File: config.mk
export PLATFORM = sky130hd
export DESIGN_NAME = t2c_timer
export DESIGN_NICKNAME = d
export VERILOG_FILES = /design/src/core/t2c_pkg.sv /design/src/core/t2c_pin_if.sv /design/src/core/t2c_pin_edge.sv /design/src/core/t2c_timer.sv
export SDC_FILE = /design/constraint.sdc
export NUM_CORES = 1
export LEC_CHECK = 0
export BUFFER_PORTS_ARGS = -buffer_cell sky130_fd_sc_hd__buf_4
export CAP_MARGIN = 20
export CORE_MARGIN = 1
export CORE_UTILIZATION = 58
export DETAILED_ROUTE_END_ITERATION = 8
export GPL_TIMING_DRIVEN = 0
export PLACE_DENSITY = 0.83
export SLEW_MARGIN = 20
export SYNTH_ARGS = -nofsm -noshare
export SYNTH_HDL_FRONTEND = slang
export SYNTH_SLANG_ARGS = --single-unit
File: constraint.sdc
create_clock -name CLK_SYS -period 3.52 [get_ports CLK_SYS]
set_clock_uncertainty 0.15 [all_clocks]
set_input_delay 0.176 -clock CLK_SYS [delete_from_list [all_inputs] [get_ports CLK_SYS]]
set_output_delay 0.176 -clock CLK_SYS [all_outputs]
set_load 0.01 [all_outputs]
File: src/core/t2c_pkg.sv
// constants shared by the timer control logic and its assertion checker
// Summary of operation
// (RULE1) overflow flag sets on overflow unless a serial clock select uses us
// (RULE2) external flag sets when a trigger edge causes capture or reload
// (RULE3) interrupt requested while external flag set and interrupt enabled; the code uses the sticky interrupt status bit and its mask, not the flag
// (RULE4) external flag raises no interrupt while down count enable is one
// (RULE5) receive clock select one: receiver ticks on our overflow, else other
// (RULE6) transmit clock select one: transmitter ticks on our overflow, else other
// (RULE7) trigger pin falling edges act only while trigger enable is one
// (RULE8) timer counts only while run control is one
// (RULE9) counter select zero counts clock, one counts count pin falls
// (RULE10) software keeps counter select zero in clock output use
// (RULE11) either serial clock select one forces auto reload on overflow
package t2c_pkg;

    // register addresses on the plain register port
    localparam logic [7:0] ADDR_CONTROL   = 8'hC8;
    localparam logic [7:0] ADDR_MODE      = 8'hC9;
    localparam logic [7:0] ADDR_RELOAD_LO = 8'hCA;
    localparam logic [7:0] ADDR_RELOAD_HI = 8'hCB;
    localparam logic [7:0] ADDR_COUNT_LO  = 8'hCC;
    localparam logic [7:0] ADDR_COUNT_HI  = 8'hCD;
    localparam logic [7:0] ADDR_IRQ_STAT  = 8'hCE;
    localparam logic [7:0] ADDR_IRQ_MASK  = 8'hCF;

    // control register bit positions
    localparam int CTL_OVF  = 7;
    localparam int CTL_EXT  = 6;
    localparam int CTL_RXS  = 5;
    localparam int CTL_TXS  = 4;
    localparam int CTL_EXEN = 3;
    localparam int CTL_RUN  = 2;
    localparam int CTL_CSEL = 1;
    localparam int CTL_CPRL = 0;

    // mode register and interrupt register bit positions
    localparam int MODE_DOWN_COUNT_ENABLE = 0;
    localparam int IRQ_OVF   = 0;
    localparam int IRQ_EXT   = 1;

    // reset values and widths
    localparam logic [7:0]  CONTROL_RESET = 8'h00;
    localparam logic [7:0]  BYTE_RESET    = 8'h00;
    localparam logic [1:0]  IRQ_RESET     = 2'h0;
    localparam logic [15:0] COUNT_RESET   = 16'h0000;
    localparam int          TIMER_WIDTH   = 16;
    localparam int          BYTE_WIDTH    = 8;

    // operating mode, one-hot
    typedef enum logic [3:0] {
        MODE_BAUD    = 4'h1,
        MODE_CAPTURE = 4'h2,
        MODE_RELOAD  = 4'h4,
        MODE_UPDOWN  = 4'h8
    } t2c_mode_t;

endpackage : t2c_pkg

File: src/core/t2c_pin_if.sv
// conditioned pin level and falling edge between pin stage and timer
interface t2c_pin_if;
    logic level;
    logic fall;
    modport src (output level, output fall);
    modport dst (input level, input fall);
endinterface : t2c_pin_if

File: src/core/t2c_pin_edge.sv
// two-flop synchroniser and falling edge detector for one pin
module t2c_pin_edge (
    input  wire logic clk,
    input  wire logic rst,
    input  wire logic pin,
    t2c_pin_if.src    sig
);
    logic meta;
    logic stable;
    logic prev;

    // first flop feeds only the second; edge looks at later stages
    always_ff @(posedge clk or posedge rst) begin
        if (rst) begin
            meta   <= 1'b1;
            stable <= 1'b1;
            prev   <= 1'b1;
        end else begin
            meta   <= pin;
            stable <= meta;
            prev   <= stable;
        end
    end

    assign sig.level = stable;
    assign sig.fall  = prev & ~stable;
endmodule : t2c_pin_edge

File: src/core/t2c_timer.sv
// timer control and status logic with counter, reload and serial ticks
module t2c_timer #(
    parameter int WIDTH = t2c_pkg::TIMER_WIDTH
) (
    input  wire logic       CLK_SYS,
    input  wire logic       RESET,
    input  wire logic [7:0] REG_ADDR,
    input  wire logic [7:0] REG_WDATA,
    input  wire logic       REG_WR,
    input  wire logic       REG_RD,
    output logic      [7:0] REG_RDATA,
    input  wire logic       COUNT_PIN,
    input  wire logic       TRIGGER_PIN,
    input  wire logic       OTHER_TIMER_OVF,
    output logic            RX_CLK_TICK,
    output logic            TX_CLK_TICK,
    output logic            TIMER_IRQ
);

    // the register map splits the count into two bytes
    if (WIDTH != 2 * t2c_pkg::BYTE_WIDTH) begin : g_width_check
        $error("t2c_timer: WIDTH must be two bytes");
    end

    // control and mode register fields
    logic overflow_flag;
    logic external_event_flag;
    logic serial_rx_clock_select;
    logic serial_tx_clock_select;
    logic external_trigger_enable;
    logic run_control;
    logic counter_select;
    logic capture_reload_select;
    logic down_count_enable;

    // counter, reload/capture value, interrupt registers
    logic [WIDTH-1:0] count;
    logic [WIDTH-1:0] reload;
    logic [1:0]       irq_status;
    logic [1:0]       irq_mask;

    // decoded and combinational terms
    t2c_pkg::t2c_mode_t mode;
    logic [WIDTH-1:0]   next_count;
    logic               tick;
    logic               trig;
    logic               count_up;
    logic               wrap;
    logic               ovf_event;
    logic               ext_event;
    logic               capture_now;
    logic               set_ovf_flag;
    logic               wr_control;
    logic               wr_mode;
    logic               wr_count_lo;
    logic               wr_count_hi;
    logic               wr_reload_lo;
    logic               wr_reload_hi;
    logic               wr_irq_stat;
    logic               wr_irq_mask;
    logic [7:0]         read_value;

    // conditioned pins
    t2c_pin_if count_sig ();
    t2c_pin_if trig_sig ();

    t2c_pin_edge u_count_pin (
        .clk (CLK_SYS),
        .rst (RESET),
        .pin (COUNT_PIN),
        .sig (count_sig)
    );

    t2c_pin_edge u_trig_pin (
        .clk (CLK_SYS),
        .rst (RESET),
        .pin (TRIGGER_PIN),
        .sig (trig_sig)
    );

    // one step of the counter in the given direction
    function automatic logic [WIDTH-1:0] t2c_step(
        input logic [WIDTH-1:0] value,
        input logic             up
    );
        logic [WIDTH-1:0] one;
        one = {{(WIDTH-1){1'b0}}, 1'b1};
        if (up) begin
            return value + one;
        end
        return value - one;
    endfunction : t2c_step

    // true when the value is all ones
    function automatic logic t2c_is_top(input logic [WIDTH-1:0] value);
        return &value;
    endfunction : t2c_is_top

    // register port write decode
    always_comb begin
        wr_control   = REG_WR && (REG_ADDR == t2c_pkg::ADDR_CONTROL);
        wr_mode      = REG_WR && (REG_ADDR == t2c_pkg::ADDR_MODE);
        wr_count_lo  = REG_WR && (REG_ADDR == t2c_pkg::ADDR_COUNT_LO);
        wr_count_hi  = REG_WR && (REG_ADDR == t2c_pkg::ADDR_COUNT_HI);
        wr_reload_lo = REG_WR && (REG_ADDR == t2c_pkg::ADDR_RELOAD_LO);
        wr_reload_hi = REG_WR && (REG_ADDR == t2c_pkg::ADDR_RELOAD_HI);
        wr_irq_stat  = REG_WR && (REG_ADDR == t2c_pkg::ADDR_IRQ_STAT);
        wr_irq_mask  = REG_WR && (REG_ADDR == t2c_pkg::ADDR_IRQ_MASK);
    end

    // operating mode decode; serial use overrides capture select
    always_comb begin
        if (serial_rx_clock_select || serial_tx_clock_select) begin
            mode = t2c_pkg::MODE_BAUD;              // see RULE11
        end else if (capture_reload_select) begin
            mode = t2c_pkg::MODE_CAPTURE;
        end else if (down_count_enable) begin
            mode = t2c_pkg::MODE_UPDOWN;
        end else begin
            mode = t2c_pkg::MODE_RELOAD;
        end
    end

    // count enable and trigger qualification
    always_comb begin
        tick = run_control                                // see RULE8
            && (counter_select ? count_sig.fall : 1'b1);  // see RULE9
        trig = external_trigger_enable && trig_sig.fall;  // see RULE7
    end

    // direction follows the trigger pin level in up/down mode only
    always_comb begin
        count_up = (mode != t2c_pkg::MODE_UPDOWN) || trig_sig.level;
        if (count_up) begin
            wrap = t2c_is_top(count);
        end else begin
            wrap = (count == reload);
        end
        ovf_event = tick && wrap;
    end

    // counter next value per mode
    always_comb begin
        next_count  = count;
        ext_event   = 1'b0;
        capture_now = 1'b0;
        case (mode)
            t2c_pkg::MODE_BAUD: begin
                if (tick) begin
                    next_count = wrap ? reload               // see RULE11
                                      : t2c_step(count, 1'b1);
                end
            end
            t2c_pkg::MODE_CAPTURE: begin
                if (tick) begin
                    next_count = t2c_step(count, 1'b1);
                end
                capture_now = trig;
                ext_event   = trig;
            end
            t2c_pkg::MODE_RELOAD: begin
                if (trig) begin
                    next_count = reload;
                end else if (tick) begin
                    next_count = wrap ? reload : t2c_step(count, 1'b1);
                end
                ext_event = trig;
            end
            t2c_pkg::MODE_UPDOWN: begin
                if (tick && count_up) begin
                    next_count = wrap ? reload : t2c_step(count, 1'b1);
                end else if (tick) begin
                    next_count = wrap ? {WIDTH{1'b1}}
                                      : t2c_step(count, 1'b0);
                end
            end
            default: begin
                next_count = count;
            end
        endcase
    end

    // overflow sets the flag only outside serial clock use
    assign set_ovf_flag = ovf_event
        && !serial_rx_clock_select && !serial_tx_clock_select; // see RULE1

    // counter register; a software byte write wins over counting
    always_ff @(posedge CLK_SYS or posedge RESET) begin
        if (RESET) begin
            count <= t2c_pkg::COUNT_RESET;
        end else if (wr_count_lo) begin
            count[7:0] <= REG_WDATA;
        end else if (wr_count_hi) begin
            count[WIDTH-1:8] <= REG_WDATA;
        end else begin
            count <= next_count;
        end
    end

    // reload/capture value; a capture wins over a software write
    always_ff @(posedge CLK_SYS or posedge RESET) begin
        if (RESET) begin
            reload <= t2c_pkg::COUNT_RESET;
        end else if (capture_now) begin
            reload <= count;
        end else if (wr_reload_lo) begin
            reload[7:0] <= REG_WDATA;
        end else if (wr_reload_hi) begin
            reload[WIDTH-1:8] <= REG_WDATA;
        end
    end

    // control configuration bits
    always_ff @(posedge CLK_SYS or posedge RESET) begin
        if (RESET) begin
            serial_rx_clock_select  <= 1'b0;
            serial_tx_clock_select  <= 1'b0;
            external_trigger_enable <= 1'b0;
            run_control             <= 1'b0;
            counter_select          <= 1'b0;
            capture_reload_select   <= 1'b0;
        end else if (wr_control) begin
            serial_rx_clock_select  <= REG_WDATA[t2c_pkg::CTL_RXS];
            serial_tx_clock_select  <= REG_WDATA[t2c_pkg::CTL_TXS];
            external_trigger_enable <= REG_WDATA[t2c_pkg::CTL_EXEN];
            run_control             <= REG_WDATA[t2c_pkg::CTL_RUN];
            counter_select          <= REG_WDATA[t2c_pkg::CTL_CSEL];
            capture_reload_select   <= REG_WDATA[t2c_pkg::CTL_CPRL];
        end
    end

    // status flags; hardware set wins over a software write
    always_ff @(posedge CLK_SYS or posedge RESET) begin
        if (RESET) begin
            overflow_flag       <= 1'b0;
            external_event_flag <= 1'b0;
        end else begin
            if (set_ovf_flag) begin
                overflow_flag <= 1'b1;                  // see RULE1
            end else if (wr_control) begin
                overflow_flag <= REG_WDATA[t2c_pkg::CTL_OVF];
            end
            if (ext_event) begin
                external_event_flag <= 1'b1;            // see RULE2
            end else if (wr_control) begin
                external_event_flag <= REG_WDATA[t2c_pkg::CTL_EXT];
            end
        end
    end

    // mode register
    always_ff @(posedge CLK_SYS or posedge RESET) begin
        if (RESET) begin
            down_count_enable <= 1'b0;
        end else if (wr_mode) begin
            down_count_enable <= REG_WDATA[t2c_pkg::MODE_DOWN_COUNT_ENABLE];
        end
    end

    // sticky interrupt status, write one to clear, set wins
    always_ff @(posedge CLK_SYS or posedge RESET) begin
        if (RESET) begin
            irq_status <= t2c_pkg::IRQ_RESET;
        end else begin
            irq_status[t2c_pkg::IRQ_OVF] <= set_ovf_flag
                || (irq_status[t2c_pkg::IRQ_OVF]
                    && !(wr_irq_stat && REG_WDATA[t2c_pkg::IRQ_OVF]));
            irq_status[t2c_pkg::IRQ_EXT] <= ext_event
                || (irq_status[t2c_pkg::IRQ_EXT]
                    && !(wr_irq_stat && REG_WDATA[t2c_pkg::IRQ_EXT]));
        end
    end

    // interrupt enable mask
    always_ff @(posedge CLK_SYS or posedge RESET) begin
        if (RESET) begin
            irq_mask <= t2c_pkg::IRQ_RESET;
        end else if (wr_irq_mask) begin
            irq_mask <= REG_WDATA[1:0];
        end
    end

    // level interrupt; external source muted in up/down counting
    always_ff @(posedge CLK_SYS or posedge RESET) begin
        if (RESET) begin
            TIMER_IRQ <= 1'b0;
        end else begin
            TIMER_IRQ <= (irq_status[t2c_pkg::IRQ_OVF]
                          && irq_mask[t2c_pkg::IRQ_OVF])
                || (irq_status[t2c_pkg::IRQ_EXT]            // see RULE3
                    && irq_mask[t2c_pkg::IRQ_EXT]
                    && !down_count_enable);                 // see RULE4
        end
    end

    // serial clock ticks from our overflow or the other timer
    always_ff @(posedge CLK_SYS or posedge RESET) begin
        if (RESET) begin
            RX_CLK_TICK <= 1'b0;
            TX_CLK_TICK <= 1'b0;
        end else begin
            RX_CLK_TICK <= serial_rx_clock_select ? ovf_event
                                                  : OTHER_TIMER_OVF; // see RULE5
            TX_CLK_TICK <= serial_tx_clock_select ? ovf_event
                                                  : OTHER_TIMER_OVF; // see RULE6
        end
    end

    // read mux; unmapped addresses read zero
    always_comb begin
        case (REG_ADDR)
            t2c_pkg::ADDR_CONTROL: begin
                read_value = {overflow_flag, external_event_flag,
                              serial_rx_clock_select, serial_tx_clock_select,
                              external_trigger_enable, run_control,
                              counter_select, capture_reload_select};
            end
            t2c_pkg::ADDR_MODE: begin
                read_value = {7'h00, down_count_enable};
            end
            t2c_pkg::ADDR_RELOAD_LO: begin
                read_value = reload[7:0];
            end
            t2c_pkg::ADDR_RELOAD_HI: begin
                read_value = reload[WIDTH-1:8];
            end
            t2c_pkg::ADDR_COUNT_LO: begin
                read_value = count[7:0];
            end
            t2c_pkg::ADDR_COUNT_HI: begin
                read_value = count[WIDTH-1:8];
            end
            t2c_pkg::ADDR_IRQ_STAT: begin
                read_value = {6'h00, irq_status};
            end
            t2c_pkg::ADDR_IRQ_MASK: begin
                read_value = {6'h00, irq_mask};
            end
            default: begin
                read_value = t2c_pkg::BYTE_RESET;
            end
        endcase
    end

    // read data stands only in the cycle after the read strobe
    always_ff @(posedge CLK_SYS or posedge RESET) begin
        if (RESET) begin
            REG_RDATA <= t2c_pkg::BYTE_RESET;
        end else if (REG_RD) begin
            REG_RDATA <= read_value;
        end else begin
            REG_RDATA <= t2c_pkg::BYTE_RESET;
        end
    end

endmodule : t2c_timer

==> results of run 1 <==
## per-stage QoR
step / hold slack [ns] / instances / total power, uW
6_report: 0.01639 / 656 / 2700
3_5_place_dp: 0.002591 / 633 / 1981
3_3_place_gp: 0.1350 / 632 / 1962
5_1_grt: 0.005292 / 656 / 2788
4_1_cts: 0.01024 / 656 / 2647
2_1_floorplan: 0.03048 / 504 / 1677
## cell usage after synthesis (5+ instances only)
cell | n | area share
sky130_fd_sc_hd__a211oi_1 | 5 | 0.0083
sky130_fd_sc_hd__a21oi_1 | 39 | 0.043
sky130_fd_sc_hd__a221oi_1 | 8 | 0.015
sky130_fd_sc_hd__a222oi_1 | 7 | 0.015
sky130_fd_sc_hd__a22oi_1 | 11 | 0.018
sky130_fd_sc_hd__a31oi_1 | 10 | 0.014
sky130_fd_sc_hd__buf_2 | 7 | 0.0077
sky130_fd_sc_hd__buf_6 | 5 | 0.012
sky130_fd_sc_hd__clkbuf_1 | 18 | 0.015
sky130_fd_sc_hd__dfrtp_1 | 56 | 0.31
sky130_fd_sc_hd__dfstp_2 | 6 | 0.035
sky130_fd_sc_hd__inv_1 | 12 | 0.0099
sky130_fd_sc_hd__mux2_2 | 15 | 0.037
sky130_fd_sc_hd__mux2i_1 | 31 | 0.068
sky130_fd_sc_hd__nand2_1 | 33 | 0.027
sky130_fd_sc_hd__nand3_1 | 18 | 0.020
sky130_fd_sc_hd__nor2_1 | 43 | 0.036
sky130_fd_sc_hd__nor3_1 | 16 | 0.018
sky130_fd_sc_hd__nor4_1 | 8 | 0.011
sky130_fd_sc_hd__o21ai_0 | 20 | 0.022
sky130_fd_sc_hd__o221ai_1 | 5 | 0.0097
sky130_fd_sc_hd__o22ai_1 | 14 | 0.019
sky130_fd_sc_hd__or2_2 | 5 | 0.0069
sky130_fd_sc_hd__xnor2_1 | 15 | 0.029
sky130_fd_sc_hd__xor2_1 | 26 | 0.050
## repair_timing
item	CTS	global route
setup endpoints to repair	0	1
endpoints found under the hold margin	70	0
hold buffers	7	0
gates resized for setup	0	1
## cells in the final DEF, fill, tap and decap left out, drive strengths merged, types with 11 or more instances in the layout
cell	n
nand3	18
o21ai	20
mux2i	31
clkbuf	31
a21oi	39
nor2	43
mux2	15
o22ai	14
xor2	26
buf	45
xnor2	15
a22oi	11
nand2	33
nor3	17
inv	13
dfrtp	56
## report_power, final
group / total (uW) / internal [uW] / switching (uW) / leakage (uW)
registers: 899 / 808 / 91.3 / 0.000703
logic: 1130 / 417 / 710 / 0.00131
clock network: 674 / 350 / 324 / 0.0000951
total: 2700 / 1570 / 1130 / 0.00211
## metal layers
metal / routed length (um) / track usage
met5: 0 / 0
met4: 873 / 0.2070
met3: 2309 / 0.1044
met2: 6974 / 0.5916
met1: 6102 / 0.5449
## flip-flops by register name (all words and copies together), names as in the netlist
signal,count
REG_RDATA,8
RX_CLK_TICK,1
TIMER_IRQ,1
TX_CLK_TICK,1
capture_reload_select,1
count,16
counter_select,1
down_count_enable,1
external_event_flag,1
external_trigger_enable,1
irq_mask,2
irq_status,2
overflow_flag,1
reload,16
run_control,1
serial_rx_clock_select,1
serial_tx_clock_select,1
u_count_pin.meta,1
u_count_pin.prev,1
u_count_pin.sig.level,1
u_trig_pin.meta,1
u_trig_pin.prev,1
u_trig_pin.sig.level,1
## how the worst max path moves through the flow
stage | end | from | depth (start not counted) | slack (ns)
6_report | count[2]$_DFFE_PP0P_ | serial_rx_clock_select$_DFFE_PP0P_ | 7 | 0.11
5_1_grt | count[2]$_DFFE_PP0P_ | serial_rx_clock_select$_DFFE_PP0P_ | 7 | 0.05
4_1_cts | count[10]$_DFFE_PP0P_ | count[0]$_DFFE_PP0P_ | 10 | 0.16
3_5_place_dp | count[10]$_DFFE_PP0P_ | count[0]$_DFFE_PP0P_ | 10 | 0.20
3_3_place_gp | count[10]$_DFFE_PP0P_ | count[0]$_DFFE_PP0P_ | 10 | 0.18
2_1_floorplan | count[10]$_DFFE_PP0P_ | count[0]$_DFFE_PP0P_ | 10 | 0.74
## worst max-delay path: cells and delay by family (launching register included)
family	cells	cell delay, ns
DFF	1	0.47
AOI/OAI and AO/OA	4	1.33
and+or+nand+nor	3	1.36
## final cells by class
class,instances,area share
sequential,62,0.3010
clock inverter,6,0.01353
buffer,37,0.04396
clock buffer,10,0.02657
multi-input combinational,393,0.5225
timing repair buffer,37,0.05942
inverter,12,0.009179
tap,99,0.02391
## cell families (layout without fill, tap and decap cells)
family	after synthesis	after routing	share of synthesized area
buf+inv	49	102	0.06017
mux	46	46	0.1057
fa+ha+maj	2	2	0.005519
compound gates	150	150	0.2324
simple gates	154	154	0.1731
flops	62	62	0.3439
xor+xnor	41	41	0.07922
==> metrics.md, run 1 <==
| Metric | Value |
|---|---|
| Result of the run | `finished, final reports clean` |
| Critical Path Slowest Stage Cell | `sky130_fd_sc_hd__a2bb2oi_1` |
| Dominant cell type by count on the critical path | `sky130_fd_sc_hd__a2bb2oi_1` |
| Period minus WS final | `3.411 ns` |
| Reg2Reg Capture Point | `count[2]$_DFFE_PP0P_` |
| Io pins | `34` |
| Critical R2R Launch | `serial_rx_clock_select$_DFFE_PP0P_` |
| Post-synth ARST share | `1.000` |
| Post-route cell area | `5180 um^2` |
| Worst setup SP type | `flip-flop` |
| Routability congestion estimate | `1.031` |
| Net count of the mapped netlist | `529` |
| Flip-flop and latch area | `1559 um^2` |
| Antenna violations before repair | `0` |
| Slew headroom | `0.3157` |
| Worst-path cell chain | `nor2_1 > nand3_1 > a2bb2oi_1 > nand2_1 > a221oi_1 > o21ai_0 > a2bb2oi_1` |
| Count of flip-flops with a built-in enable after synthesis | `0` |
| Layout Area Growth over Synthesis | `14.27%` |
| Number of fill cells | `594` |
| Static leakage | `0.002108 uW` |
| Class of the most critical hold timing path | `primary input to flip-flop` |
| Vias in the first global route | `4235` |
| Buffer depth of the longest clock path | `2` |
| Multi-input combinational cell area | `2706 um^2` |
| Worst slack at placement | `0.1970 ns` |
| Largest fanout of any net on the critical path | `8` |
| Number of clock sinks seen by CTS | `62` |
| Yosys Warn Count | `0` |
| Final hold vios | `0` |
| Post-route ant nets | `0` |
| Maximum capacitance violations | `0` |
| Power per Cell Area | `521.3 nW/um^2` |
| #FFs+latches synth | `62` |
| Worst Hold Depth | `2` |
| Final standard cell utilization of the core | `0.6992` |
| Total setup buffers inserted after CTS | `0` |
| Proportion of synthesized chip area in sequential cells | `0.3439` |
| Horizontal die dimension | `90.41 um` |
| Final setup slack of the worst path | `0.1094 ns` |
| Detailed-route wire length | `16260 um` |
| CTS tree | `built` |
| Antenna fix cells | `0` |
| Worst VDD drop | `0.0002934 V` |
| Cells on worst reg2reg path | `7` |
| Floorplan row count | `31` |
| Die Ht | `90.41 um` |
| Number of distinct standard cells referenced by the synthesized netlist | `66` |
| Dpl hpwl | `11580 um` |
| Core area | `7408 um^2` |
| Share of the clock period used by the worst path | `0.9689` |
| Total congestion overflow | `0` |
| First-pass detailed-route iteration total | `7` |
| Cell count after synthesis | `504` |
| Clock latency on the worst-skew pair | `0.36 ns` |
| First-pass GRT wire length | `24560 um` |
| Critical Path Max Stage Delay | `0.75 ns` |
| Count of buffers inserted at the top-level ports | `29` |
| Area of placed instances | `4897 um^2` |
| Worst setup path category | `flip-flop to flip-flop` |
| WP data required | `3.62 ns` |
| Mean number of vias per cell | `7.229` |
| Iteration-0 DRC count of the detailed router | `836` |
| Effective utilization at floorplan | `0.6119` |
| Maximum number of pins on one net before global-route repair | `42` |
| Register clock-pin slew on the reported worst setup and hold paths | `0.09 ns` |
| Slew Viols, Final | `0` |
| Die area | `8173 um^2` |
| Remaining DRCs | `0` |
| Root buffer cell | `sky130_fd_sc_hd__clkbuf_8` |
| Overall via count from detail_route | `4742` |
| Mean instance size in the synthesized netlist | `8.994 um^2` |
| Endpoint type of the worst setup path | `flip-flop` |
| H-Tree Depth | `3` |
| Total of endpoints with negative setup slack in the final report | `0` |
| Overall global routing resource usage | `0.4024` |
| Arrival time at the worst endpoint | `3.51 ns` |
| Prevailing post-synth register cell | `sky130_fd_sc_hd__dfrtp_1` |
| Number of buffers added by the clock tree synthesis step | `9` |
| Cell area after synthesis | `4533 um^2` |
| Actual slew at the worst max-slew pin | `1.019 ns` |
| Fraction of layout instances using a drive strength above 1 | `0.1849` |
| Number of nets at the end of the flow | `577` |
| Worst Min Path Start | `REG_WDATA[4]` |
| Unrepaired setup endpoints after global routing | `false` |
| Routed wirelength normalized by instance count | `24.79 um` |
| Worst-case hold path end point | `serial_tx_clock_select$_DFFE_PP0P_` |
| Summed negative setup slack over all endpoints | `0 ns` |
| Max Clock Freq | `293.2 MHz` |
| Worst setup slack for register-to-register paths | `0.11 ns` |
No activity file was read; power rests on OpenSTA's default activity.
==> run 2: changes to the inputs <==
==> constraint.sdc (replaced) <==
create_clock -name CLK_SYS -period 3.8 [get_ports CLK_SYS]
set_clock_uncertainty 0.15 [all_clocks]
set_input_delay 0.19 -clock CLK_SYS [delete_from_list [all_inputs] [get_ports CLK_SYS]]
set_output_delay 0.19 -clock CLK_SYS [all_outputs]
set_load 0.01 [all_outputs]
==> metrics.md, run 2 (synthesis gave the netlist of run 1 again) <==
| Metric | Value |
|---|---|
| Result of the run | `finished, final reports clean` |
| Max Clock Freq | `290.7 MHz` |
| CTS tree | `built` |
| Post-route ant nets | `0` |
| Buffer depth of the longest clock path | `2` |
| H-Tree Depth | `3` |
| Number of clock sinks seen by CTS | `62` |
| Floorplan row count | `31` |
| Slew headroom | `0.3585` |
| Worst VDD drop | `0.0002698 V` |
| Horizontal die dimension | `90.41 um` |
| Count of buffers inserted at the top-level ports | `29` |
| Routability congestion estimate | `1.031` |
| Remaining DRCs | `0` |
| Clock power share | `0.249` |
| Static leakage | `0.002099 uW` |
| Dpl hpwl | `11580 um` |
| Worst setup slack for register-to-register paths | `0.36 ns` |
| Largest fanout of any net on the critical path | `8` |
| Vias in the first global route | `4237` |
| Period minus WS final | `3.440 ns` |
| Unrepaired setup endpoints after global routing | `false` |
| Overall global routing resource usage | `0.4026` |
| Worst setup path category | `flip-flop to flip-flop` |
| Number of buffers added by the clock tree synthesis step | `9` |
| Layout Area Growth over Synthesis | `13.72%` |
| Detailed-route wire length | `16230 um` |
| Total congestion overflow | `0` |
| WP data required | `3.87 ns` |
| Effective utilization at floorplan | `0.6119` |
| Mean number of vias per cell | `7.154` |
| Class of the most critical hold timing path | `primary input to flip-flop` |
| Antenna violations before repair | `0` |
| Number of fill cells | `598` |
| Die area | `8173 um^2` |
| Summed negative setup slack over all endpoints | `0 ns` |
| Hold Slack | `0.01441 ns` |
| Fraction of layout instances using a drive strength above 1 | `0.1838` |
| Actual slew at the worst max-slew pin | `0.9549 ns` |
| Antenna fix cells | `0` |
| Total of endpoints with negative setup slack in the final report | `0` |
| Iteration-0 DRC count of the detailed router | `702` |
| Io pins | `34` |
| Share of total power consumed by net switching | `0.4168` |
| Worst setup SP type | `flip-flop` |
| Arrival time at the worst endpoint | `3.51 ns` |
| Core area | `7408 um^2` |
| Registers with the most flip-flops | `count x16, reload x16, REG_RDATA x8` |
| Total setup buffers inserted after CTS | `0` |
| Slew Viols, Final | `0` |
| Most frequent standard cell in the layout excluding fill and tap cells | `sky130_fd_sc_hd__dfrtp_1` |
| Number of nets at the end of the flow | `575` |
| Sequential fraction of design power | `0.334` |
| Die Ht | `90.41 um` |
| Internal power | `1457 uW` |
| Maximum capacitance violations | `0` |
| Final hold vios | `0` |
| Overall via count from detail_route | `4679` |
| Power per Cell Area | `484.6 nW/um^2` |
| Logic gate share of total power | `0.418` |
| Share of the clock period used by the worst path | `0.9054` |
| Sw power | `1041 uW` |
| Most frequent cells in the layout | `56 x sky130_fd_sc_hd__dfrtp_1, 43 x sky130_fd_sc_hd__nor2_1, 39 x sky130_fd_sc_hd__a21oi_1` |
| Root buffer cell | `sky130_fd_sc_hd__clkbuf_8` |
| Register clock-pin slew on the reported worst setup and hold paths | `0.09 ns` |
| Routed wirelength normalized by instance count | `24.81 um` |
| Maximum number of pins on one net before global-route repair | `42` |
| Endpoint type of the worst setup path | `flip-flop` |
| First-pass detailed-route iteration total | `6` |
| Clock latency on the worst-skew pair | `0.36 ns` |
| First-pass GRT wire length | `24580 um` |
[run 2: cell type report]
class / instances / area (um^2) / share of cell area
clock buffer: 10 / 137.6 / 0.02670
timing repair buffer: 35 / 287.8 / 0.05583
tap: 99 / 123.9 / 0.02403
buffer: 37 / 227.7 / 0.04417
multi-input combinational: 393 / 2701 / 0.5240
sequential: 62 / 1559 / 0.3024
inverter: 12 / 47.55 / 0.009223
clock inverter: 6 / 70.07 / 0.01359
[run 2: path summary, 6_finish.rpt]
kind | startpoint | endpoint | cells past startpoint
setup / recovery | count[0]$_DFFE_PP0P_ | count[10]$_DFFE_PP0P_ | 10
hold / removal | REG_WDATA[0] | count[0]$_DFFE_PP0P_ | 3
setup reg to reg | count[0]$_DFFE_PP0P_ | count[10]$_DFFE_PP0P_ | 10
hold reg to reg | u_count_pin.meta$_DFF_PP1_ | u_count_pin.sig.level$_DFF_PP1_ | 0
max in group asynchronous | RESET | reload[5]$_DFFE_PP0P_ | 4
min in group asynchronous | RESET | count[6]$_DFFE_PP0P_ | 3
[run 2: power by group through the flow]
stage | Combinational [uW] | Sequential (uW) | Clock (uW)
after global placement | 980 | 838 | 0
after CTS | 1000 | 830 | 617
after global routing | 1100 | 840 | 644
final | 1040 | 834 | 621
after detailed placement | 993 | 843 | 0
after floorplan | 741 | 812 | 0
[run 2: through the flow]
| step | cell area, um^2 | instances | total power (uW) | setup WS (ns) | util |
|---|---|---|---|---|---|
| after floorplan | 4533 | 504 | 1553 | 1.021 | - |
| after global placement | 4875 | 632 | 1818 | 0.4644 | 0.6580 |
| after detailed placement | 4897 | 633 | 1835 | 0.4770 | 0.6610 |
| after CTS | 5155 | 654 | 2451 | 0.4439 | 0.6958 |
| after global routing | 5155 | 654 | 2580 | 0.2742 | 0.6958 |
| final | 5155 | 654 | 2498 | 0.3596 | 0.6958 |
[run 2: worst max-delay path, cell delays in order, from the launching register on]
cell and delay [ns]:
sky130_fd_sc_hd__dfrtp_1 0.39, sky130_fd_sc_hd__clkbuf_1 0.23, sky130_fd_sc_hd__inv_1 0.15, sky130_fd_sc_hd__ha_1 0.24
sky130_fd_sc_hd__or4b_2 0.71, sky130_fd_sc_hd__nor3_1 0.41, sky130_fd_sc_hd__mux2i_1 0.17, sky130_fd_sc_hd__xnor2_1 0.16
sky130_fd_sc_hd__o221a_2 0.25, sky130_fd_sc_hd__a211oi_1 0.28, sky130_fd_sc_hd__o22ai_1 0.14
[run 2: what timing repair did]
item	CTS	global route
resized for setup	0	0
hold buffers	5	0
hold endpoints to repair	67	0
[run 2: per-layer routing]
metal | global-route usage | share of wire
met1 | 0.5444 | 0.39
met2 | 0.5929 | 0.43
met3 | 0.1044 | 0.13
met4 | 0.2070 | 0.054
met5 | 0 | 0
==> run 3: changes to the inputs <==
--- a/config.mk
+++ b/config.mk
@@ -7,11 +7,13 @@
 export LEC_CHECK = 0
 export BUFFER_PORTS_ARGS = -buffer_cell sky130_fd_sc_hd__buf_4
 export CAP_MARGIN = 20
+export CELL_PAD_IN_SITES_DETAIL_PLACEMENT = 0
+export CELL_PAD_IN_SITES_GLOBAL_PLACEMENT = 2
 export CORE_MARGIN = 1
-export CORE_UTILIZATION = 58
+export CORE_UTILIZATION = 38
 export DETAILED_ROUTE_END_ITERATION = 8
 export GPL_TIMING_DRIVEN = 0
-export PLACE_DENSITY = 0.83
+export PLACE_DENSITY = 0.86
 export SLEW_MARGIN = 20
 export SYNTH_ARGS = -nofsm -noshare
 export SYNTH_HDL_FRONTEND = slang
==> metrics.md, run 3 (synthesis gave the netlist of run 1 again) <==
| Metric | Value |
|---|---|
| Share of the clock period used by the worst path | `0.9734` |
| Placed cells | `677` |
| Dpl hpwl | `12690 um` |
| Total setup buffers inserted after CTS | `0` |
| Multi-input combinational cell area | `2701 um^2` |
| Floorplan row count | `39` |
| Maximum capacitance violations | `0` |
| Routability congestion estimate | `0.9459` |
| Effective utilization at floorplan | `0.3936` |
| Worst-path cell chain | `clkbuf_1 > inv_1 > ha_1 > or4b_2 > nor3_1 > mux2i_1 > xnor2_1 > o221a_2 > a211oi_1 > o22ai_1` |
| Layout Area Growth over Synthesis | `17.50%` |
| Remaining DRCs | `0` |
| Most frequent cells in the layout | `56 x sky130_fd_sc_hd__dfrtp_1, 43 x sky130_fd_sc_hd__nor2_1, 39 x sky130_fd_sc_hd__a21oi_1` |
| Final standard cell count with taps included and fillers excluded | `698` |
| Power per Cell Area | `524.1 nW/um^2` |
| Worst Hold Depth | `3` |
| WP data required | `3.87 ns` |
| Critical Path Max Stage Delay | `0.70 ns` |
| Cells on worst reg2reg path | `10` |
| Io pins | `34` |
| Mean number of vias per cell | `6.361` |
| Static leakage | `0.002160 uW` |
| Final standard cell utilization of the core | `0.4625` |
| Register clock-pin slew on the reported worst setup and hold paths | `0.06 ns` |
| Flip-flop and latch area | `1559 um^2` |
| Die Ht | `111.2 um` |
| H-Tree Depth | `3` |
| Horizontal die dimension | `111.2 um` |
| Worst setup SP type | `flip-flop` |
| Reg2Reg Capture Point | `count[10]$_DFFE_PP0P_` |
| Most frequent standard cell in the layout excluding fill and tap cells | `sky130_fd_sc_hd__dfrtp_1` |
| Slew Viols, Final | `0` |
| Overall via count from detail_route | `4440` |
| Detailed-route wire length | `17910 um` |
| First-pass GRT wire length | `27050 um` |
| Endpoint type of the worst setup path | `flip-flop` |
| Vias in the first global route | `4249` |
| Post-route ant nets | `0` |
| Period minus WS final | `3.699 ns` |
| Count of buffers inserted at the top-level ports | `29` |
| Worst setup slack for register-to-register paths | `0.10 ns` |
| Worst Min Path Start | `REG_WDATA[0]` |
| Number of clock sinks seen by CTS | `62` |
| Maximum number of pins on one net before global-route repair | `39` |
| Buffer depth of the longest clock path | `2` |
| Antenna fix cells | `0` |
| Critical R2R Launch | `count[0]$_DFFE_PP0P_` |
| Summed negative setup slack over all endpoints | `0 ns` |
| Result of the run | `finished, final reports clean` |
| Class of the most critical hold timing path | `primary input to flip-flop` |
| Die area | `12370 um^2` |
| CTS tree | `built` |
| Hold Slack | `0.01962 ns` |
| Number of buffers added by the clock tree synthesis step | `9` |
| PnR Total Power | `2791 uW` |
| Fraction of layout instances using a drive strength above 1 | `0.1838` |
| Worst setup path category | `flip-flop to flip-flop` |
| Arrival time at the worst endpoint | `3.77 ns` |
| Iteration-0 DRC count of the detailed router | `624` |
| First-pass detailed-route iteration total | `5` |
| Worst-case hold path end point | `count[0]$_DFFE_PP0P_` |
| Final hold vios | `0` |
| Number of fill cells | `1140` |
| Number of nets at the end of the flow | `575` |
| Routed wirelength normalized by instance count | `25.66 um` |
| Largest fanout of any net on the critical path | `8` |
| CP bufs+invs | `2` |
| Critical Path Slowest Stage Cell | `sky130_fd_sc_hd__or4b_2` |
| Antenna violations before repair | `0` |
| Clock latency on the worst-skew pair | `0.36 ns` |
| Slew headroom | `0.2883` |
| Root buffer cell | `sky130_fd_sc_hd__clkbuf_16` |
| Registers with the most flip-flops | `count x16, reload x16, REG_RDATA x8` |
| Core area | `11520 um^2` |
| Cell type group with the largest total delay on the critical path | `simple AND/OR/NAND/NOR gates` |
| Total congestion overflow | `0` |
| Max Clock Freq | `270.4 MHz` |
| Unrepaired setup endpoints after global routing | `false` |
| Total of endpoints with negative setup slack in the final report | `0` |
| Overall global routing resource usage | `0.2998` |
| Worst VDD drop | `0.0002963 V` |
| Actual slew at the worst max-slew pin | `1.059 ns` |
## run 3: power breakdown
group / total, uW / switching, uW / internal, uW
Clock: 920 / 344 / 576
Combinational: 1030 / 650 / 384
Sequential: 838 / 88.6 / 750
Total: 2790 / 1080 / 1710
## run 3: worst max path at each step
stage	from	to	cells after the start
after floorplan	count[0]$_DFFE_PP0P_	count[10]$_DFFE_PP0P_	10
after global placement	count[0]$_DFFE_PP0P_	count[10]$_DFFE_PP0P_	10
after detailed placement	count[0]$_DFFE_PP0P_	count[10]$_DFFE_PP0P_	10
after CTS	count[0]$_DFFE_PP0P_	count[10]$_DFFE_PP0P_	10
after global routing	count[0]$_DFFE_PP0P_	count[10]$_DFFE_PP0P_	10
final	count[0]$_DFFE_PP0P_	count[10]$_DFFE_PP0P_	10
## run 3: layer usage
metal | track usage | share of wire
met1 | 0.4160 | 0.41
met4 | 0.1216 | 0.033
met5 | 0 | 0
met3 | 0.07217 | 0.12
met2 | 0.4450 | 0.44
## run 3: stage by stage
stage / worst slack (ns) / cell area [um^2]
finish: 0.1012 / 5326
global route: 0.02145 / 5326
CTS: 0.2122 / 5326
detailed placement: 0.2182 / 4952
global placement: 0.2937 / 4930
floorplan: 1.021 / 4533
## run 3: layout make-up
class | instances | share of cell area
repair buffers | 35 | 0.05403
multi-input cells | 393 | 0.5072
well taps | 143 | 0.03359
inverters | 12 | 0.008926
clock inverters | 7 | 0.01856
flip-flops and latches | 62 | 0.2927
plain buffers | 37 | 0.04275
clock buffers | 9 | 0.04228
## run 3: worst reg2reg max path, delay by kind of cell (launching register included)
family | cells | cell delay, ns
and+or+nand+nor | 2 | 1.18
AOI/OAI and AO/OA | 3 | 0.77
buffers and inverters | 2 | 0.47
DFF | 1 | 0.38
adders and majority gates | 1 | 0.26
muxes | 1 | 0.18
xor gates and xnor gates | 1 | 0.16
## run 3: timing repair
item / 4_1_cts / 5_1_grt
endpoints found under the hold margin: 29 / 0
hold buffers: 5 / 0
resized for setup: 0 / 0
